[src/include/ebc_defines.svh]
`ifndef EBC_DEFINES_SVH
`define EBC_DEFINES_SVH

// ****************************************************************
// Register numbers and operand limits.
// ****************************************************************
`define EBC_LINK_REG 4'he
`define EBC_TEST_REG_MAX 4'h7

// ****************************************************************
// Condition codes.
// ****************************************************************
`define EBC_COND_NEVER_FAILS 4'he

// ****************************************************************
// Rotate field codes.
// ****************************************************************
`define EBC_ROT_NONE 2'h0
`define EBC_ROT_8 2'h1
`define EBC_ROT_16 2'h2
`define EBC_ROT_24 2'h3

// ****************************************************************
// Address steps and branch reaches in bytes.
// ****************************************************************
`define EBC_STEP_NARROW 32'h0000_0002
`define EBC_STEP_WIDE 32'h0000_0004
`define EBC_REACH_FAR 32'sh0100_0000
`define EBC_REACH_NEAR 32'sh0010_0000
`define EBC_ZTEST_MIN 32'sh0000_0004
`define EBC_ZTEST_MAX 32'sh0000_0082

// ****************************************************************
// If-then block length.
// ****************************************************************
`define EBC_IT_MAX 3'h4

`endif

[src/include/ebc_pkg.sv]
package ebc_pkg;

    // ****************************************************************
    // Operations presented by decode.
    // ****************************************************************
    typedef enum logic [3:0] {
        EBC_OP_NONE = 4'h0,
        EBC_OP_SIGN_EXTEND_BYTE = 4'h1,
        EBC_OP_ZERO_EXTEND_BYTE = 4'h2,
        EBC_OP_SIGN_EXTEND_HALF = 4'h3,
        EBC_OP_ZERO_EXTEND_HALF = 4'h4,
        EBC_OP_JUMP_DIRECT = 4'h5,
        EBC_OP_CONDITIONAL_JUMP = 4'h6,
        EBC_OP_CALL_DIRECT = 4'h7,
        EBC_OP_JUMP_REGISTER = 4'h8,
        EBC_OP_CALL_REGISTER = 4'h9,
        EBC_OP_ZERO_TEST_BRANCH = 4'ha,
        EBC_OP_NONZERO_TEST_BRANCH = 4'hb,
        EBC_OP_IF_THEN_PREFIX = 4'hc,
        EBC_OP_BREAKPOINT = 4'hd,
        EBC_OP_OTHER = 4'he
    } ebc_op_t;

endpackage

[src/rtl/ebc_exec.sv]
`timescale 1ns/100ps
`include "ebc_defines.svh"

module ebc_exec
    import ebc_pkg::*;
#(
    parameter int DATA_W = 32,
    parameter int IT_LEN = 4
)
(
    input wire logic sys_clk,
    input wire logic rst,
    input wire logic instr_valid,
    input wire ebc_op_t instr_op,
    input wire logic [31:0] instr_pc,
    input wire logic instr_wide,
    input wire logic [3:0] instr_cond,
    input wire logic instr_sets_flags,
    input wire logic [3:0] dest_index,
    input wire logic [3:0] src_index,
    input wire logic [31:0] src_value,
    input wire logic [1:0] rotate_option,
    input wire logic [31:0] imm_offset,
    input wire logic [1:0] it_extra,
    input wire logic [2:0] it_switch_else,
    input wire logic [3:0] flags_nzcv,
    output logic wb_en_q,
    output logic [3:0] wb_index_q,
    output logic [31:0] wb_data_q,
    output logic flags_we_q,
    output logic pass_q,
    output logic redirect_q,
    output logic [31:0] redirect_addr_q,
    output logic flush_q,
    output logic bad_usage_trap_q,
    output logic breakpoint_q,
    output logic illegal_q,
    output logic it_active_q
);

    // ****************************************************************
    // Elaboration checks.
    // ****************************************************************
    if (DATA_W != 32) begin : g_bad_width
        $error("ebc_exec serves only a 32-bit data path.");
    end
    if (IT_LEN != 4) begin : g_bad_it
        $error("ebc_exec serves only four-slot if-then blocks.");
    end

    // ****************************************************************
    // Condition evaluation.
    // ****************************************************************
    function automatic logic ebc_cond(input logic [3:0] cond, input logic [3:0] f);
        logic r;
        r = 1'b1;
        unique case (cond[3:1])
            3'h0: r = f[2];
            3'h1: r = f[1];
            3'h2: r = f[3];
            3'h3: r = f[0];
            3'h4: r = f[1] & ~f[2];
            3'h5: r = (f[3] == f[0]);
            3'h6: r = ~f[2] & (f[3] == f[0]);
            3'h7: r = 1'b1;
        endcase
        // Odd codes invert their even partner, except the always pair.
        return r ^ (cond[0] & (cond[3:1] != 3'h7));
    endfunction

    // ****************************************************************
    // Extend datapath.
    // ****************************************************************
    logic [31:0] rotated;
    logic [31:0] extended;

    always_comb
    begin
        unique case (rotate_option)
            `EBC_ROT_NONE: rotated = src_value;
            `EBC_ROT_8: rotated = {src_value[7:0], src_value[31:8]};
            `EBC_ROT_16: rotated = {src_value[15:0], src_value[31:16]};
            `EBC_ROT_24: rotated = {src_value[23:0], src_value[31:24]};
        endcase
        unique case (instr_op)
            EBC_OP_SIGN_EXTEND_BYTE: extended = {{24{rotated[7]}}, rotated[7:0]};
            EBC_OP_ZERO_EXTEND_BYTE: extended = {24'h00_0000, rotated[7:0]};
            EBC_OP_SIGN_EXTEND_HALF: extended = {{16{rotated[15]}}, rotated[15:0]};
            default: extended = {16'h0000, rotated[15:0]};
        endcase
    end

    // ****************************************************************
    // If-then state and execute results.
    // ****************************************************************
    logic [2:0] it_cnt_q;
    logic [2:0] it_cnt_d;
    logic [3:0] it_base_q;
    logic [3:0] it_base_d;
    logic [3:0] it_inv_q;
    logic [3:0] it_inv_d;
    logic wb_en_d;
    logic [3:0] wb_index_d;
    logic [31:0] wb_data_d;
    logic flags_we_d;
    logic pass_d;
    logic redirect_d;
    logic [31:0] redirect_addr_d;
    logic bad_usage_trap_d;
    logic breakpoint_d;
    logic illegal_d;
    logic in_it;
    logic pass;
    logic [31:0] next_addr;
    logic [31:0] imm_target;
    logic signed [31:0] off;
    logic far_ok;
    logic near_ok;

    always_comb
    begin
        it_cnt_d = it_cnt_q;
        it_base_d = it_base_q;
        it_inv_d = it_inv_q;
        wb_en_d = 1'b0;
        wb_index_d = wb_index_q;
        wb_data_d = wb_data_q;
        flags_we_d = 1'b0;
        pass_d = 1'b0;
        redirect_d = 1'b0;
        redirect_addr_d = redirect_addr_q;
        bad_usage_trap_d = 1'b0;
        breakpoint_d = 1'b0;
        illegal_d = 1'b0;
        in_it = (it_cnt_q != 3'h0);
        off = imm_offset;
        far_ok = (off >= -`EBC_REACH_FAR) && (off < `EBC_REACH_FAR);
        near_ok = (off >= -`EBC_REACH_NEAR) && (off < `EBC_REACH_NEAR);
        next_addr = instr_pc + (instr_wide ? `EBC_STEP_WIDE : `EBC_STEP_NARROW);
        imm_target = instr_pc + imm_offset;
        // Flags are sampled live so a flag update earlier in the block is seen.
        if (in_it)
        begin
            if (it_base_q == `EBC_COND_NEVER_FAILS)
            begin
                pass = 1'b1;
            end
            else
            begin
                pass = ebc_cond(it_base_q, flags_nzcv) ^ it_inv_q[0];
            end
        end
        else if (instr_op == EBC_OP_CONDITIONAL_JUMP)
        begin
            pass = ebc_cond(instr_cond, flags_nzcv);
        end
        else
        begin
            pass = 1'b1;
        end
        if (instr_valid && (instr_op != EBC_OP_NONE))
        begin
            pass_d = pass;
            if (in_it)
            begin
                it_cnt_d = it_cnt_q - 3'h1;
                it_inv_d = {1'b0, it_inv_q[3:1]};
            end
            unique case (instr_op)
                EBC_OP_SIGN_EXTEND_BYTE, EBC_OP_ZERO_EXTEND_BYTE, EBC_OP_SIGN_EXTEND_HALF,
                EBC_OP_ZERO_EXTEND_HALF:
                begin
                    wb_en_d = pass;
                    wb_index_d = dest_index;
                    wb_data_d = extended;
                end
                EBC_OP_JUMP_DIRECT, EBC_OP_CALL_DIRECT:
                begin
                    if (!far_ok)
                    begin
                        illegal_d = 1'b1;
                    end
                    else if (pass)
                    begin
                        redirect_d = 1'b1;
                        redirect_addr_d = imm_target;
                        if (instr_op == EBC_OP_CALL_DIRECT)
                        begin
                            wb_en_d = 1'b1;
                            wb_index_d = `EBC_LINK_REG;
                            wb_data_d = next_addr | 32'h0000_0001;
                        end
                    end
                end
                EBC_OP_CONDITIONAL_JUMP:
                begin
                    if (in_it ? !far_ok : !near_ok)
                    begin
                        illegal_d = 1'b1;
                    end
                    else if (pass)
                    begin
                        redirect_d = 1'b1;
                        redirect_addr_d = imm_target;
                    end
                end
                EBC_OP_JUMP_REGISTER, EBC_OP_CALL_REGISTER:
                begin
                    if (pass)
                    begin
                        if (!src_value[0])
                        begin
                            bad_usage_trap_d = 1'b1;
                        end
                        else
                        begin
                            redirect_d = 1'b1;
                            redirect_addr_d = {src_value[31:1], 1'b0};
                            if (instr_op == EBC_OP_CALL_REGISTER)
                            begin
                                wb_en_d = 1'b1;
                                wb_index_d = `EBC_LINK_REG;
                                wb_data_d = next_addr | 32'h0000_0001;
                            end
                        end
                    end
                end
                EBC_OP_ZERO_TEST_BRANCH, EBC_OP_NONZERO_TEST_BRANCH:
                begin
                    // Inside a block these are refused rather than guessed at.
                    if (in_it || (src_index > `EBC_TEST_REG_MAX) || (off < `EBC_ZTEST_MIN) ||
                        (off > `EBC_ZTEST_MAX))
                    begin
                        illegal_d = 1'b1;
                        pass_d = 1'b0;
                    end
                    else if ((src_value == 32'h0000_0000) == (instr_op == EBC_OP_ZERO_TEST_BRANCH))
                    begin
                        redirect_d = 1'b1;
                        redirect_addr_d = imm_target;
                    end
                end
                EBC_OP_IF_THEN_PREFIX:
                begin
                    if (in_it)
                    begin
                        illegal_d = 1'b1;
                        pass_d = 1'b0;
                    end
                    else
                    begin
                        it_cnt_d = {1'b0, it_extra} + 3'h1;
                        it_base_d = instr_cond;
                        it_inv_d = (instr_cond == `EBC_COND_NEVER_FAILS) ? 4'h0 :
                            {it_switch_else, 1'b0};
                    end
                end
                EBC_OP_BREAKPOINT:
                begin
                    breakpoint_d = 1'b1;
                    pass_d = 1'b1;
                end
                default:
                begin
                    flags_we_d = pass & instr_sets_flags;
                end
            endcase
            // A taken branch leaves the block, so no slot outlives it.
            if (redirect_d || bad_usage_trap_d)
            begin
                it_cnt_d = 3'h0;
            end
        end
    end

    always_ff @(posedge sys_clk)
    begin
        if (rst)
        begin
            it_cnt_q <= 3'h0;
            it_base_q <= 4'h0;
            it_inv_q <= 4'h0;
            wb_en_q <= 1'b0;
            wb_index_q <= 4'h0;
            wb_data_q <= 32'h0000_0000;
            flags_we_q <= 1'b0;
            pass_q <= 1'b0;
            redirect_q <= 1'b0;
            redirect_addr_q <= 32'h0000_0000;
            flush_q <= 1'b0;
            bad_usage_trap_q <= 1'b0;
            breakpoint_q <= 1'b0;
            illegal_q <= 1'b0;
            it_active_q <= 1'b0;
        end
        else
        begin
            it_cnt_q <= it_cnt_d;
            it_base_q <= it_base_d;
            it_inv_q <= it_inv_d;
            wb_en_q <= wb_en_d;
            wb_index_q <= wb_index_d;
            wb_data_q <= wb_data_d;
            flags_we_q <= flags_we_d;
            pass_q <= pass_d;
            redirect_q <= redirect_d;
            redirect_addr_q <= redirect_addr_d;
            flush_q <= redirect_d;
            bad_usage_trap_q <= bad_usage_trap_d;
            breakpoint_q <= breakpoint_d;
            illegal_q <= illegal_d;
            it_active_q <= (it_cnt_d != 3'h0);
        end
    end

endmodule // ebc_exec

[config.mk]
export PLATFORM = sky130hd
export DESIGN_NAME = ebc_exec
export DESIGN_NICKNAME = d
export VERILOG_FILES = /design/src/include/ebc_pkg.sv /design/src/rtl/ebc_exec.sv
export VERILOG_INCLUDE_DIRS = /design/src /design/src/include
export SDC_FILE = /design/constraint.sdc
export NUM_CORES = 1
export LEC_CHECK = 0
export ABC_AREA = 1
export BUFFER_PORTS_ARGS = -buffer_cell sky130_fd_sc_hd__buf_2
export CORE_MARGIN = 3
export CORE_UTILIZATION = 42
export CTS_CLUSTER_SIZE = 30
export DETAILED_ROUTE_END_ITERATION = 8
export PLACE_DENSITY = 0.66
export SKIP_LAST_GASP = 1
export SLEW_MARGIN = 5
export SYNTH_ARGS = -nofsm -noshare
export SYNTH_HDL_FRONTEND = slang
export SYNTH_SLANG_ARGS = --single-unit
[constraint.sdc]
create_clock -name sys_clk -period 2.66 [get_ports sys_clk]
set_input_delay 0.266 -clock sys_clk [delete_from_list [all_inputs] [get_ports sys_clk]]
set_output_delay 0.266 -clock sys_clk [all_outputs]
set_load 0.1 [all_outputs]
==> results.toml <==
[floorplanning]
die_h_um = 141.8
rows = 49
die_x_um = 141.8
io_pins = 205
start_util = 0.4296
core-area_mm2 = 0.01802
die-area_mm2 = 0.02010

[timing]
fin_setup_tns_ns = 0
rsz0062_at_grt = "false"
setup_viol = 0
fin_crit_sh = 0.8725
period_needed_ns = 2.321
fin_skew_ns = 0.008116
slew_headroom = 0.5896
tightest_slew_ns = 0.6156
timing.fmax_mhz = 430.9
hold_viol = 0
slew_violations = 0

[worst_setup_path]
crit_path_top_delay_cell = "dfxtp_1"
crit_family = "simple AND/OR/NAND/NOR gates"
crit_start = "it_cnt_q[0]$_SDFF_PP0_"
crit_required_ns = 2.90
arrival_ns = 2.56
r2r-start = "it_cnt_q[0]$_SDFF_PP0_"
path_cells = "inv_1 -> ha_1 -> nand2_1 -> clkinv_1 -> nand3_1 -> nand3_1 -> o21ai_1 -> nand2_1 -> a21oi_2 -> buf_12 -> nand2_1 -> nor2_1 -> nor2_1"
crit_path_start_kind = "flop"
worst_path_most_repeated_cell = "nand2_1"
cp-end-kind = "flop"
criticalPathCategory = "reg2reg"
cpPeakStageDelay_ns = 0.37
critical_path_buf_inv_count = 3
crit_fanout = 40

[clock_tree]
cts_root_buffer = "clkbuf_16"
postCtsHoldBufs = 0
cts_tree = "done"
cts_sinks = 87
cts_made_buffers = 9
path_clk_slew_ns = 0.07
cts_buffer_depth = 2
clkLatencyLatePin_ns = 0.35
cts-resized-gates = 0
htree_levels = 3
cts_setup_buffers = 0

[global_routing]
grt_pass1_vias = 8632
grt_usage = 0.2965
grt_max_degree = 41
overflow = 0
antenna_found_initial = 5
grt_pass1_wl_um = 46600

[finish]
diodes = 0
final_nets = 1672
final_util = 0.5249
drive_gt1_frac = 0.1906
syn2layout_area_growth_pct = 22.17
layout.cells.non_filler = 1740

[detailed_routing]
ant_nets = 0
post_drt_wl_per_cell_um = 17.80
via_per_inst = 5.478
firstDrtPassIters = 5
drt-initial-drc-count = 720
num_vias = 9532
drc = 0
wirelength_um = 30980

[logic_synthesis]
synth-warning-count = 0
synth_cell_type_count = 56
async_flop_share = 0
synth_top_area_cell = "dfxtp_1"
synth_nets = 1456
synthTopCellsByCount = "nand2_1, nor2_1, inv_1"
ys_ff_latch = 87
synth_area_mm2 = 0.007744
syn_avg_cell_area_um2 = 6.003
synthTopCellsByArea = "dfxtp_1, nand2_1, o21ai_0"
ys_seq_area_frac = 0.2249
synth_cells = 1290
yosys.cell_count.top_type = "nand2_1"
synth_top_area_frac = 0.2249
synth_edf_count = 0
dominantRegCellSynth = "dfxtp_1"

[power]
peakVddDrop_mv = 0.3608
p_leak_nw = 4.584
power_w = 0.004813
powerDensity_mw_per_mm2 = 508.8

[place]
dpl.hpwl_um = 26100
io_buffers = 201
placed_cells = 1724
gp_congestion = 0.9649

[min_path]
hp-class = "in2reg"
hold_start = "it_switch_else[2]"

[flow_run]
cap_violations = 0

[outcome]
outcome = "complete, no violations"
tightest hold or removal path, delay by kind of cell:
family / cells / cell delay, ns
buf+inv: 1 / 0.10
compound gates: 1 / 0.05
simple gates: 1 / 0.07
cell type report:
cell class | count | area, µm²
clock buffers | 10 | 229.0
clock inverters | 6 | 50.05
fillers | 1975 | 8564
inverters | 156 | 586.8
multi-input cells | 1013 | 5238
flip-flops and latches | 87 | 1742
well taps | 229 | 286.5
repair buffers | 239 | 1329
logic make-up after synthesis:
kind of cell             count (synthesis)  synth area share
AND/OR/NAND/NOR                        622            0.3446
AO/OA/AOI/OAI                          319            0.2299
buffers and inverters                  190           0.09872
flip-flops                              87            0.2249
adder cells (fa/ha/maj)                 38           0.06334
XOR/XNOR                                34           0.03846
where the power goes:
| group | total, W | switching, W | internal [W] |
|---|---|---|---|
| Clock | 0.00122 | 0.000570 | 0.000647 |
| Combinational | 0.00216 | 0.00160 | 0.000558 |
| Sequential | 0.00143 | 0.0000421 | 0.00139 |
| Total | 0.00481 | 0.00222 | 0.00260 |
path summary, 6_finish.rpt:
| check | slack (ns) | depth (start not counted) | end |
|---|---|---|---|
| setup reg to reg | 0.34 | 13 | redirect_addr_q[26]$_SDFFE_PP0P_ |
| hold / removal | 0.18 | 3 | it_inv_q[3]$_SDFFE_PP0P_ |
| hold reg to reg | 0.46 | 2 | redirect_addr_q[11]$_SDFFE_PP0P_ |
| setup / recovery | 0.34 | 13 | redirect_addr_q[26]$_SDFFE_PP0P_ |
state kept, by name, summed over array words and instances (netlist names), 3 cells and up:
register,cells
it_inv_q,4
wb_index_q,4
it_base_q,4
redirect_addr_q,32
wb_data_q,32
it_cnt_q,3
metrics by stage:
step	hold slack (ns)	worst slack (ns)	area [µm²]
after floorplan	0.4009	0.2470	7744
after global placement	0.4465	0.07137	9181
after detailed placement	0.4550	0.01489	9181
after CTS	0.1720	0.3706	9460
after global routing	0.1914	0.04055	9460
final	0.1820	0.3392	9460
metal layers:
layer	track usage	routed length (µm)	up-vias
met2	0.4783	13950	381
met5	0	57	-
li1	-	-	4739
met1	0.4072	13920	4347
met4	0.08434	793	10
met3	0.05190	2260	55
placed cells by master, fill, tap and decap left out, types with 11 or more instances in the layout:
| master | count |
|---|---|
| dfxtp_1 | 87 |
| o21ai_0 | 145 |
| nor3_1 | 13 |
| nand3_1 | 74 |
| a21oi_1 | 102 |
| o22ai_1 | 12 |
| nand4_1 | 27 |
| ha_1 | 36 |
| buf_4 | 35 |
| nor2_1 | 181 |
| inv_1 | 148 |
| buf_2 | 201 |
| xor2_1 | 25 |
| nand2_1 | 287 |
| a31oi_1 | 11 |
No activity file was read; power rests on OpenSTA's default activity.
